[config.mk]
export PLATFORM = sky130hd
export DESIGN_NAME = pts_monitor
export DESIGN_NICKNAME = d
export VERILOG_FILES = /design/src/shared/pts_pkg.sv /design/src/pts_monitor.sv
export SDC_FILE = /design/constraint.sdc
export NUM_CORES = 2
export LEC_CHECK = 0
export BUFFER_PORTS_ARGS = -buffer_cell sky130_fd_sc_hd__buf_2
export CAP_MARGIN = 25
export CORE_AREA = 2 2 393 395
export CTS_CLUSTER_SIZE = 12
export DETAILED_ROUTE_END_ITERATION = 10
export DIE_AREA = 0 0 395 397
export PLACE_DENSITY_LB_ADDON = 0.05
export SYNTH_ARGS = -nofsm -noshare
export SYNTH_HDL_FRONTEND = slang
export SYNTH_SLANG_ARGS = --single-unit
[constraint.sdc]
create_clock -name CLK -period 19.6 [get_ports CLK]
set_input_delay 0 -clock CLK [delete_from_list [all_inputs] [get_ports CLK]]
set_output_delay 0 -clock CLK [all_outputs]
set_load 0.02 [all_outputs]
[src/shared/pts_pkg.sv]
package pts_pkg;
    // ------------------------------------------------------------
    // Timing
    // ------------------------------------------------------------
    localparam int CLK_NS          = 50;
    localparam int SEC_NS          = 1000000000;
    localparam int DEF_CYC_PER_SEC = SEC_NS / CLK_NS;
    localparam int TOL_NS          = 1000000;
    localparam int DEF_TOL_CYC     = TOL_NS / CLK_NS;
    localparam int PULSE_NS        = 100000000;
    localparam int DEF_PULSE_CYC   = PULSE_NS / CLK_NS;
    localparam int DEF_SYNTH_HZ    = SEC_NS / CLK_NS;
    localparam logic [3:0] FAIL_SECS   = 4'ha;
    localparam logic [3:0] RELOAD_SECS = 4'ha;
    localparam int HOST_STEP_S     = 1;

    // ------------------------------------------------------------
    // Threshold defaults in ns
    // ------------------------------------------------------------
    localparam logic [31:0] THR_SERIAL_NS    = 32'h0000_0254;
    localparam logic [31:0] THR_HOST_UNIX_NS = 32'h0000_2ee0;
    localparam logic [31:0] THR_HOST_WIN_NS  = 32'h0000_c350;

    // ------------------------------------------------------------
    // Register offsets and control fields
    // ------------------------------------------------------------
    localparam logic [7:0] OFS_CTRL     = 8'h00;
    localparam logic [7:0] OFS_THRESH   = 8'h04;
    localparam logic [7:0] OFS_HOST_SEC = 8'h08;
    localparam logic [7:0] OFS_STATUS   = 8'h0c;
    localparam logic [7:0] OFS_FAILS    = 8'h10;
    localparam logic [7:0] OFS_RESYNCS  = 8'h14;
    localparam logic [7:0] OFS_FREQ     = 8'h18;
    localparam logic [7:0] OFS_PHASE    = 8'h1c;
    localparam logic [7:0] OFS_WFREQ    = 8'h20;
    localparam logic [7:0] OFS_WPHASE   = 8'h24;
    localparam logic [7:0] OFS_XTAL     = 8'h28;
    localparam logic [7:0] OFS_SYNTH    = 8'h2c;
    localparam logic [7:0] OFS_TOTAL    = 8'h30;
    localparam logic [7:0] OFS_BAD      = 8'h34;
    localparam logic [7:0] OFS_SINGLES  = 8'h38;
    localparam logic [7:0] OFS_LONGEST  = 8'h3c;
    localparam logic [7:0] OFS_LAT_SEC  = 8'h40;
    localparam logic [7:0] OFS_LAT_FRAC = 8'h44;
    localparam logic [7:0] OFS_CUR_SEC  = 8'h48;
    localparam int CTRL_IN_LSB  = 0;
    localparam int CTRL_OUT_LSB = 2;
    localparam int CTRL_EN_BIT  = 5;
    localparam int CTRL_WIN_BIT = 6;
    localparam int CTRL_CLR_BIT = 8;
    localparam int CTRL_SET_BIT = 9;

    // ------------------------------------------------------------
    // Types
    // ------------------------------------------------------------
    typedef enum logic [1:0] {
        IN_DIFF_SERIAL = 2'b00, IN_HOST = 2'b01, IN_OVERFLOW = 2'b10, IN_AUX = 2'b11
    } pts_in_sel_t;
    typedef enum logic [2:0] {
        OUT_NONE = 3'b000, OUT_SERIAL_REPEAT = 3'b001, OUT_HOST = 3'b010,
        OUT_MASTER = 3'b011, OUT_LOOP = 3'b100
    } pts_out_sel_t;
    typedef enum logic [1:0] {ST_FREE = 2'b00, ST_SYNC = 2'b01, ST_LOST = 2'b10} pts_sync_t;

    typedef struct packed {
        logic [7:0]  addr;
        logic [31:0] wdata;
        logic        wr;
        logic        rd;
    } pts_bus_t;

    typedef struct packed {
        logic [1:0]   s1;
        logic [1:0]   s2;
        logic         sel_d;
        logic [24:0]  frac;
        logic [31:0]  sec;
        logic [24:0]  ivl_sub;
        logic [7:0]   ivl_sec;
        logic         seen;
        pts_sync_t    st;
        logic [3:0]   above;
        logic [3:0]   lost;
        pts_in_sel_t  in_sel;
        pts_out_sel_t out_sel;
        logic         sync_en;
        logic         host_win;
        logic         ever;
        logic         pps_out;
        logic [31:0]  thresh;
        logic [31:0]  host_sec;
        logic [31:0]  fails;
        logic [31:0]  resyncs;
        logic [31:0]  freq;
        logic [31:0]  phase;
        logic [31:0]  wfreq;
        logic [31:0]  wphase;
        logic [31:0]  xtal;
        logic [31:0]  total;
        logic [31:0]  bad;
        logic [31:0]  singles;
        logic [31:0]  longest;
        logic [31:0]  lat_sec;
        logic [31:0]  lat_frac;
        logic [31:0]  rdata;
    } pts_state_t;

    localparam pts_state_t PTS_RESET = '{thresh: THR_SERIAL_NS, in_sel: IN_DIFF_SERIAL, out_sel: OUT_NONE,
                                         st: ST_FREE, default: '0};
endpackage : pts_pkg

[src/pts_monitor.sv]
// The address map and the strobed register port are this design's own decisions.
`timescale 1ns/1ps
module pts_monitor
    import pts_pkg::*;
#(
    parameter int CYC_PER_SEC = DEF_CYC_PER_SEC,
    parameter int TOL_CYC     = DEF_TOL_CYC,
    parameter int PULSE_CYC   = DEF_PULSE_CYC,
    parameter int SYNTH_HZ    = DEF_SYNTH_HZ
) (
    input  wire logic        CLK,
    input  wire logic        RST,
    input  wire pts_bus_t    BUS,
    input  wire logic        SERIAL_PPS_IN,
    input  wire logic        AUX_PPS_IN,
    input  wire logic        HOST_PPS,
    output logic [31:0]      RD_DATA,
    output logic             PPS_OUT,
    output logic             SYNCED,
    output logic             FREE_RUN
);
    localparam logic [24:0] CYC      = 25'(CYC_PER_SEC);
    localparam logic [24:0] CYC_LAST = 25'(CYC_PER_SEC - 1);
    localparam logic [24:0] HALF     = 25'(CYC_PER_SEC / 2);
    localparam logic [24:0] TOL      = 25'(TOL_CYC);
    localparam logic [24:0] PW       = 25'(PULSE_CYC);
    localparam int          PPB_STEP = SEC_NS / CYC_PER_SEC;

    pts_state_t s;
    pts_state_t next_s;
    logic       acc;
    logic       clr;
    logic       pedge;
    logic       lvl;

    assign RD_DATA  = s.rdata;
    assign PPS_OUT  = s.pps_out;
    assign SYNCED   = s.st == ST_SYNC;
    assign FREE_RUN = !s.ever;

    // ------------------------------------------------------------
    // Next-state logic
    // ------------------------------------------------------------
    always_comb begin
        logic               tick;
        logic               near_lo;
        logic               near_hi;
        logic               reload;
        logic               wr_ctrl;
        logic [7:0]         k;
        logic signed [25:0] dev;
        logic signed [25:0] ph;
        logic signed [31:0] ph_ns;
        logic signed [31:0] fr_ppb;
        logic signed [31:0] diff;
        logic [31:0]        ph_abs;
        logic [31:0]        fr_abs;
        tick    = s.frac == CYC_LAST;
        wr_ctrl = BUS.wr && BUS.addr == OFS_CTRL;
        near_lo = 1'b0;
        near_hi = 1'b0;
        reload  = 1'b0;
        k       = '0;
        dev     = '0;
        ph      = '0;
        ph_ns   = '0;
        fr_ppb  = '0;
        diff    = '0;
        ph_abs  = '0;
        fr_abs  = '0;
        next_s  = s;
        acc     = 1'b0;
        // Two flops per serial and aux pin; edge logic uses their second stage, but HOST_PPS is taken unsynchronized
        next_s.s1 = {AUX_PPS_IN, SERIAL_PPS_IN};
        next_s.s2 = s.s1;
        case (s.in_sel)
            IN_DIFF_SERIAL: lvl = s.s2[0];
            IN_HOST:        lvl = HOST_PPS;
            IN_OVERFLOW:    lvl = s.frac < PW;
            IN_AUX:         lvl = s.s2[1];
            default:        lvl = 1'b0;
        endcase
        pedge        = lvl & ~s.sel_d;
        next_s.sel_d = lvl;

        // ------------------------------------------------------------
        // Register writes and commands
        // ------------------------------------------------------------
        clr     = wr_ctrl && (BUS.wdata[CTRL_CLR_BIT] || BUS.wdata[CTRL_SET_BIT]);
        if (wr_ctrl) begin
            next_s.in_sel   = pts_in_sel_t'(BUS.wdata[CTRL_IN_LSB +: 2]);
            next_s.out_sel  = pts_out_sel_t'(BUS.wdata[CTRL_OUT_LSB +: 3]);
            next_s.sync_en  = BUS.wdata[CTRL_EN_BIT];
            next_s.host_win = BUS.wdata[CTRL_WIN_BIT];
            if (BUS.wdata[CTRL_IN_LSB +: 2] == IN_DIFF_SERIAL) begin
                next_s.thresh = THR_SERIAL_NS;
            end else if (BUS.wdata[CTRL_WIN_BIT]) begin
                next_s.thresh = THR_HOST_WIN_NS;
            end else begin
                next_s.thresh = THR_HOST_UNIX_NS;
            end
        end else if (BUS.wr && BUS.addr == OFS_THRESH) begin
            next_s.thresh = BUS.wdata;
        end else if (BUS.wr && BUS.addr == OFS_HOST_SEC) begin
            next_s.host_sec = BUS.wdata;
        end
        // Clearing first lets an event in the same cycle still count
        if (clr) begin
            next_s.fails   = '0;
            next_s.resyncs = '0;
            next_s.freq    = '0;
            next_s.phase   = '0;
            next_s.wfreq   = '0;
            next_s.wphase  = '0;
            next_s.total   = '0;
            next_s.bad     = '0;
            next_s.singles = '0;
            next_s.longest = '0;
        end

        // ------------------------------------------------------------
        // Own clock and interval timer
        // ------------------------------------------------------------
        next_s.frac = tick ? '0 : s.frac + 25'h1;
        if (tick) begin
            next_s.sec = s.sec + 32'h1;
            diff       = $signed(s.sec - next_s.host_sec);
            if (s.sync_en && (diff > HOST_STEP_S || diff < -HOST_STEP_S)) begin
                next_s.resyncs = next_s.resyncs + 32'h1;
                reload         = 1'b1;
            end
            if (s.st == ST_LOST) begin
                if (s.lost == RELOAD_SECS) begin
                    reload = 1'b1;
                end else begin
                    next_s.lost = s.lost + 4'h1;
                end
            end
        end
        if (s.ivl_sub == CYC_LAST) begin
            next_s.ivl_sub = '0;
            next_s.ivl_sec = (s.ivl_sec == 8'hff) ? s.ivl_sec : s.ivl_sec + 8'h1;
        end else begin
            next_s.ivl_sub = s.ivl_sub + 25'h1;
        end

        // ------------------------------------------------------------
        // Pulse measurement
        // ------------------------------------------------------------
        ph     = (s.frac < HALF) ? $signed({1'b0, s.frac}) : $signed({1'b0, s.frac}) - $signed({1'b0, CYC});
        ph_ns  = 32'(ph * CLK_NS);
        ph_abs = ph_ns[31] ? 32'(-ph_ns) : 32'(ph_ns);
        if (pedge) begin
            next_s.total = next_s.total + 32'h1;
            near_lo      = s.ivl_sub <= TOL;
            near_hi      = s.ivl_sub >= CYC - TOL;
            k            = near_lo ? s.ivl_sec : s.ivl_sec + 8'h1;
            if (!s.seen || ((near_lo || near_hi) && k != 8'h0)) begin
                acc = 1'b1;
            end else begin
                next_s.bad = next_s.bad + 32'h1;
            end
        end
        if (acc) begin
            next_s.seen     = 1'b1;
            next_s.ivl_sub  = 25'h1;
            next_s.ivl_sec  = '0;
            next_s.lat_sec  = s.sec;
            next_s.lat_frac = 32'(s.frac);
            next_s.phase    = 32'(ph_ns);
            if (ph_abs > next_s.wphase) begin
                next_s.wphase = ph_abs;
            end
            // Edge cycle is count zero, so a perfect reference reads zero phase and frequency error
            next_s.frac = 25'h1;
            next_s.sec  = (s.frac < HALF) ? s.sec : s.sec + 32'h1;
            if (s.seen) begin
                if (k == 8'h2) begin
                    next_s.singles = next_s.singles + 32'h1;
                end
                if (32'(k) > next_s.longest) begin
                    next_s.longest = 32'(k);
                end
                if (k == 8'h1) begin
                    dev    = near_lo ? $signed({1'b0, s.ivl_sub}) : $signed({1'b0, s.ivl_sub}) - $signed({1'b0, CYC});
                    fr_ppb = 32'(dev * PPB_STEP);
                    fr_abs = fr_ppb[31] ? 32'(-fr_ppb) : 32'(fr_ppb);
                    next_s.freq = 32'(fr_ppb);
                    next_s.xtal = 32'($signed({7'h0, CYC}) + 32'(dev));
                    if (fr_abs > next_s.wfreq) begin
                        next_s.wfreq = fr_abs;
                    end
                end
            end
            if (ph_abs > s.thresh) begin
                if (s.above == FAIL_SECS - 4'h1) begin
                    next_s.st = ST_LOST;
                    if (s.st == ST_SYNC) begin
                        next_s.fails = next_s.fails + 32'h1;
                    end
                end else if (s.st != ST_LOST) begin
                    next_s.above = s.above + 4'h1;
                end
            end else begin
                next_s.above = '0;
                next_s.lost  = '0;
                next_s.st    = ST_SYNC;
                next_s.ever  = 1'b1;
            end
        end
        if (reload || (wr_ctrl && BUS.wdata[CTRL_SET_BIT])) begin
            next_s.sec   = next_s.host_sec;
            next_s.frac  = '0;
            next_s.seen  = 1'b0;
            next_s.st    = ST_FREE;
            next_s.above = '0;
            next_s.lost  = '0;
        end

        // ------------------------------------------------------------
        // Pulse output
        // ------------------------------------------------------------
        case (s.out_sel)
            OUT_SERIAL_REPEAT: next_s.pps_out = s.s2[0];
            OUT_HOST:          next_s.pps_out = HOST_PPS;
            OUT_MASTER:        next_s.pps_out = s.frac < PW;
            OUT_LOOP:          next_s.pps_out = lvl;
            default:           next_s.pps_out = 1'b0;
        endcase

        // ------------------------------------------------------------
        // Register reads
        // ------------------------------------------------------------
        next_s.rdata = '0;
        if (BUS.rd) begin
            if (BUS.addr == OFS_CTRL) begin
                next_s.rdata = {25'h0, s.host_win, s.sync_en, s.out_sel, s.in_sel};
            end else if (BUS.addr == OFS_THRESH) begin
                next_s.rdata = s.thresh;
            end else if (BUS.addr == OFS_HOST_SEC) begin
                next_s.rdata = s.host_sec;
            end else if (BUS.addr == OFS_STATUS) begin
                next_s.rdata = {25'h0, s.lost[2:0], !s.ever, s.seen, s.st};
            end else if (BUS.addr == OFS_FAILS) begin
                next_s.rdata = s.fails;
            end else if (BUS.addr == OFS_RESYNCS) begin
                next_s.rdata = s.resyncs;
            end else if (BUS.addr == OFS_FREQ) begin
                next_s.rdata = s.freq;
            end else if (BUS.addr == OFS_PHASE) begin
                next_s.rdata = s.phase;
            end else if (BUS.addr == OFS_WFREQ) begin
                next_s.rdata = s.wfreq;
            end else if (BUS.addr == OFS_WPHASE) begin
                next_s.rdata = s.wphase;
            end else if (BUS.addr == OFS_XTAL) begin
                next_s.rdata = s.xtal;
            end else if (BUS.addr == OFS_SYNTH) begin
                next_s.rdata = 32'(SYNTH_HZ);
            end else if (BUS.addr == OFS_TOTAL) begin
                next_s.rdata = s.total;
            end else if (BUS.addr == OFS_BAD) begin
                next_s.rdata = s.bad;
            end else if (BUS.addr == OFS_SINGLES) begin
                next_s.rdata = s.singles;
            end else if (BUS.addr == OFS_LONGEST) begin
                next_s.rdata = s.longest;
            end else if (BUS.addr == OFS_LAT_SEC) begin
                next_s.rdata = s.lat_sec;
            end else if (BUS.addr == OFS_LAT_FRAC) begin
                next_s.rdata = s.lat_frac;
            end else if (BUS.addr == OFS_CUR_SEC) begin
                next_s.rdata = s.sec;
            end
        end
    end

    always_ff @(posedge CLK or posedge RST) begin
        if (RST) begin
            s <= PTS_RESET;
        end else begin
            s <= next_s;
        end
    end
endmodule : pts_monitor

After elaboration in Yosys (flattened, before gate mapping)
Index checks and enable logic that the tools add are counted.
{ "totals": {"register_bits": 620, "inputBits": 47, "output_inout_bits": 35, "elab_cells": 216} }
{ "op_classes": {"add_sub_neg": 17, "n_mul": 2, "magnitude_cmp": 10, "eq_ne": 40, "n_mux": 82, "n_bitwise": 3, "reduce_logical": 29} }
{ "op_table": {"columns": ["op", "count"], "rows": [
  ["$mux W32", 46],
  ["$mux W128", 2],
  ["$add A32 B1 Y32 const B", 6],
  ["$mux W192", 1],
  ["$mux W160", 1],
  ["$mux W64", 2],
  ["$mux W101", 1],
  ["$gt A32 B32 Y1", 3],
  ["$eq A8 B6 Y1 const B", 8],
  ["$neg A32 Y32", 2],
  ["$mul A26 B6 Y31 const B", 2],
  ["$mux W57", 1],
  ["$mux W26", 2],
  ["$sub A25 B25 Y26 const B", 2],
  ["$add A25 B1 Y25 const B", 2],
  ["$eq A25 B25 Y1 const B", 2],
  ["$mux W25", 2],
  ["$eq A8 B5 Y1 const B", 4],
  ["$gt A32 B2 Y1 const B", 1],
  ["$gt A8 B32 Y1", 1],
  ["$lt A32 B1 Y1 const B", 1],
  ["$mux W16", 2],
  ["$mux W8", 4],
  ["$sub A32 B32 Y32", 1],
  ["other kinds (40)", 84]
]} }

Longest topological paths before layout
{ "depth": {"depth_word": 21, "mapped_depth": 41, "depth_no_buf": 37} }

Worst setup path before layout
Ideal clock, no wire load.
{ "synth_path": {"kind": "reg2reg", "startpoint": "register s[614] (netlist bit)", "endpoint": "register s[265] (netlist bit)", "setup_time_ps": 125, "t_arrival_ps": 8344, "required_ps": 19475, "setup_slack_ps": 11131, "path_stages_with_launch": 38, "n_path_buf": 5, "synth_period_minus_slack_ps": 8469, "path_cell_list": "dfrtp_1 > clkbuf_1 > or3_1 > o21bai_1 > nand2_1 > a21oi_1 > nor2_1 > xor2_1 > ha_1 > inv_1 > fa_1 > inv_1 > ha_1 > ha_1 > clkbuf_1 > a21o_1 > a31oi_1 > a21bo_2 > [2 not listed] > o2111ai_1 > a21oi_1 > xnor2_1 > buf_2 > mux2i_1 > ha_1 > a21o_1 > a21o_1 > a21oi_1 > o21ai_0 > a21o_1 > a221o_1 > a211o_1 > nand2_1 > a31o_2 > clkbuf_1 > clkbuf_1 > mux2_2"} }
{ "synth_lines": {"columns": ["element", "line", "rtl"], "rows": [
  ["start: declaration", "pts_monitor.sv:29", "pts_state_t s;"],
  ["start signal: assignment", "pts_monitor.sv:282", "s <= next_s;"]
]} }

==> reports/metrics.cfg <==
[power]
seqPwrFrac_pct=30.1
powerDensity_nw_per_um2=116
power.share.clock_pct=28.2
p_leak_nw=23.1
combinationalPowerShare_pct=41.7
power_mw=5.79
switching_power_mw=2.49
p_sw_share_pct=43.0
ir_drop_mv=0.0689
intPower_mw=3.30

[grt]
grt_pass1_vias=38000
grt_overflow=0
antenna_found_initial=7
grt_pass1_wl_um=288000
grt_util_all_layers_pct=25.3
use_met2_pct=40.7
gr-usage-met3_pct=2.79
grtUsageMet1_pct=35.0
grt_busiest_layer=met2
grt_max_degree=134

[yosys]
synth_flop_cell=dfrtp_1
synth_area_per_cell_um2=8.62
ys_warn_count=0
ys_ff_latch=614
synth-seq-area-share_pct=34.9
syn_inst=5101
synth_edf_count=0
ys_types=109
netlist_area_um2=44000
synthArstFlopShare_pct=100
synth_nets=5511

[clock_tree]
clk_path_buf_depth=3
cts_sinks=614
path_clk_slew_ps=70
cts_setup_buffers=0
ctsResizeCount=0
cts-root-buf=clkbuf_16
cts_tree=built
numCtsBuffers=84
htreeDepth=3
clkLatencyLatePin_ps=740

[place]
place_ws_ps=9470
place_congestion=0.889
place_hpwl_um=156000
dp_cells=7009
port_buffers=81

[floorplan]
row_count=144
die_area_um2=157000
die_x_um=395
core_um2=153000
die_y_um=397
start_util_pct=28.8
ios=82

[timing]
period_share_pct=51.7
max_freq_ghz=0.0987
relSlewSlack_pct=31.6
setup_ws_ps=9470
setup_viol=0
tightestPinTransition_ps=1020
fin_skew_ps=50.6
hold_viol=0
final_max_slew_viol_count=0
period_minus_slack_ps=10130
rsz0062_at_grt=no
tns_ps=0
whs_ps=86.4

[critical_path]
crit_buf_inv=2
crit_family=compound AO/OA/AOI/OAI gates
crit-reg2reg-launch=s[604]$_DFF_PP0_
r2r_end=s[423]$_DFF_PP0_
max_stage_delay_ps=680
slowest_stage=o21ai_0
required_ps=20210
r2r_slack_ps=9470
ff2ff_path_depth=34
worstSetupEndpointType=flop
startpoint_type=flop
path_class=flop to flop
worstPathMaxFanout=17
crit_arrival_ps=10730

[detailed_routing]
vias_per_cell=5.34
drc=0
drtAntennaViolNets=0
wl_per_cell_um=27.9
first_pass_iters=6
drt-total-wl_um=202000
vias=38600
drt_iter0_drc=3391

[min_path]
whs_path_depth=4
min_from=BUS[26]
min_to=s[504]$_DFFE_PP0P_
hold_class=primary input to flop

[final_layout]
final_common_cell=nand2_1
synthToLayoutAreaGrowth_pct=13.7
drive_gt1_share_pct=8.91
nFillCells=16000
instances_no_fill=7233
layout.nets=5526
final_cell_mix=nand2_1 (672), dfrtp_1 (610), nor2_1 (357)

[run]
cap_violations=0

[run_status]
status=finished clean

[final cells by class]
class	count	area, um^2	area share [%]
Antenna cell	5	12.5	0.0250
Clock buffer	121	2460	4.93
Clock inverter	33	428	0.856
Inverter	334	1270	2.53
Multi-Input combinational cell	3853	26100	52.3
Sequential cell	614	15400	30.7
Tap cell	2044	2560	5.12
Timing Repair Buffer	229	1750	3.49
[cells by family after synthesis]
group,synth area share [%]
adder cells (fa/ha/maj),11.0
AO/OA/AOI/OAI,16.8
flip-flops,34.9
XOR/XNOR,7.95
multiplexers,2.55
buffers and inverters,5.92
AND/OR/NAND/NOR,20.8
[power by group through the flow]
stage | clock network (mW) | registers (mW) | logic (mW)
floorplan | 0 | 1.55 | 1.69
global placement | 0 | 1.75 | 2.43
detailed placement | 0 | 1.75 | 2.40
CTS | 1.67 | 1.73 | 2.43
global route | 1.71 | 1.74 | 2.72
finish | 1.63 | 1.74 | 2.42
[worst max-delay path by stage]
stage                      from                end  slack [ps]  cells after the start
6_report       s[604]$_DFF_PP0_   s[423]$_DFF_PP0_        9470                     34
4_1_cts        s[604]$_DFF_PP0_   s[423]$_DFF_PP0_        9470                     34
2_1_floorplan               RST  PPS_OUT$_DFF_PP0_        2410                      1
3_3_place_gp   s[604]$_DFF_PP0_   s[443]$_DFF_PP0_        9320                     33
3_5_place_dp   s[604]$_DFF_PP0_   s[421]$_DFF_PP0_        9470                     34
5_1_grt        s[604]$_DFF_PP0_   s[439]$_DFF_PP0_        8660                     33
[metal layers]
layer,vias up,routed length [um]
li1,18000,-
met1,19400,92700
met2,981,92200
met3,206,8900
met4,0,7840
met5,-,0
[what timing repair did]
item                                    4_1_cts  5_1_grt
endpoints found under the setup margin        0        0
hold buffers                                 63        0
hold endpoints to repair                    199        0
[cells in the mapped netlist (47+ instances only)]
library cell / n / area share, %
a21oi_1: 198 / 2.3
o21ai_0: 277 / 3.2
inv_1: 330 / 2.8
nand3_1: 217 / 2.5
clkbuf_1: 211 / 1.8
xnor2_1: 238 / 4.7
nand2_1: 674 / 5.8
and3_1: 71 / 1.0
ha_1: 321 / 9.1
a22oi_1: 58 / 0.99
and2_1: 97 / 1.4
nor3_1: 104 / 1.2
a221oi_1: 56 / 1.1
nor2_1: 371 / 3.2
nand4_1: 117 / 1.7
xor2_1: 154 / 3.1
a21o_1: 61 / 1.0
mux2_2: 47 / 1.2
mux2i_1: 58 / 1.3
dfrtp_1: 610 / 35
[worst register-to-register path, delay by kind of cell, from the launching register on]
kind                     cells  cell delay [ps]
AO/OA/AOI/OAI               18             5270
adder cells (fa/ha/maj)      5             1730
AND/OR/NAND/NOR              5              930
XOR/XNOR                     3              890
multiplexers                 1              670
flip-flops                   1              440
buffers and inverters        2               90
[per-stage QoR]
stage                     instance area, um^2  utilization, %
after floorplan                         44000               -
after global placement                  46400            30.3
after detailed placement                46400            30.4
after CTS                               50000            32.7
after global routing                    50000            32.7
final                                   50000            32.7
[registers in the layout, indices dropped and copies added (netlist names)]
name	count
RD_DATA	32
next_s	2
s	579
PPS_OUT	1
(Power assumes the default switching activity.)
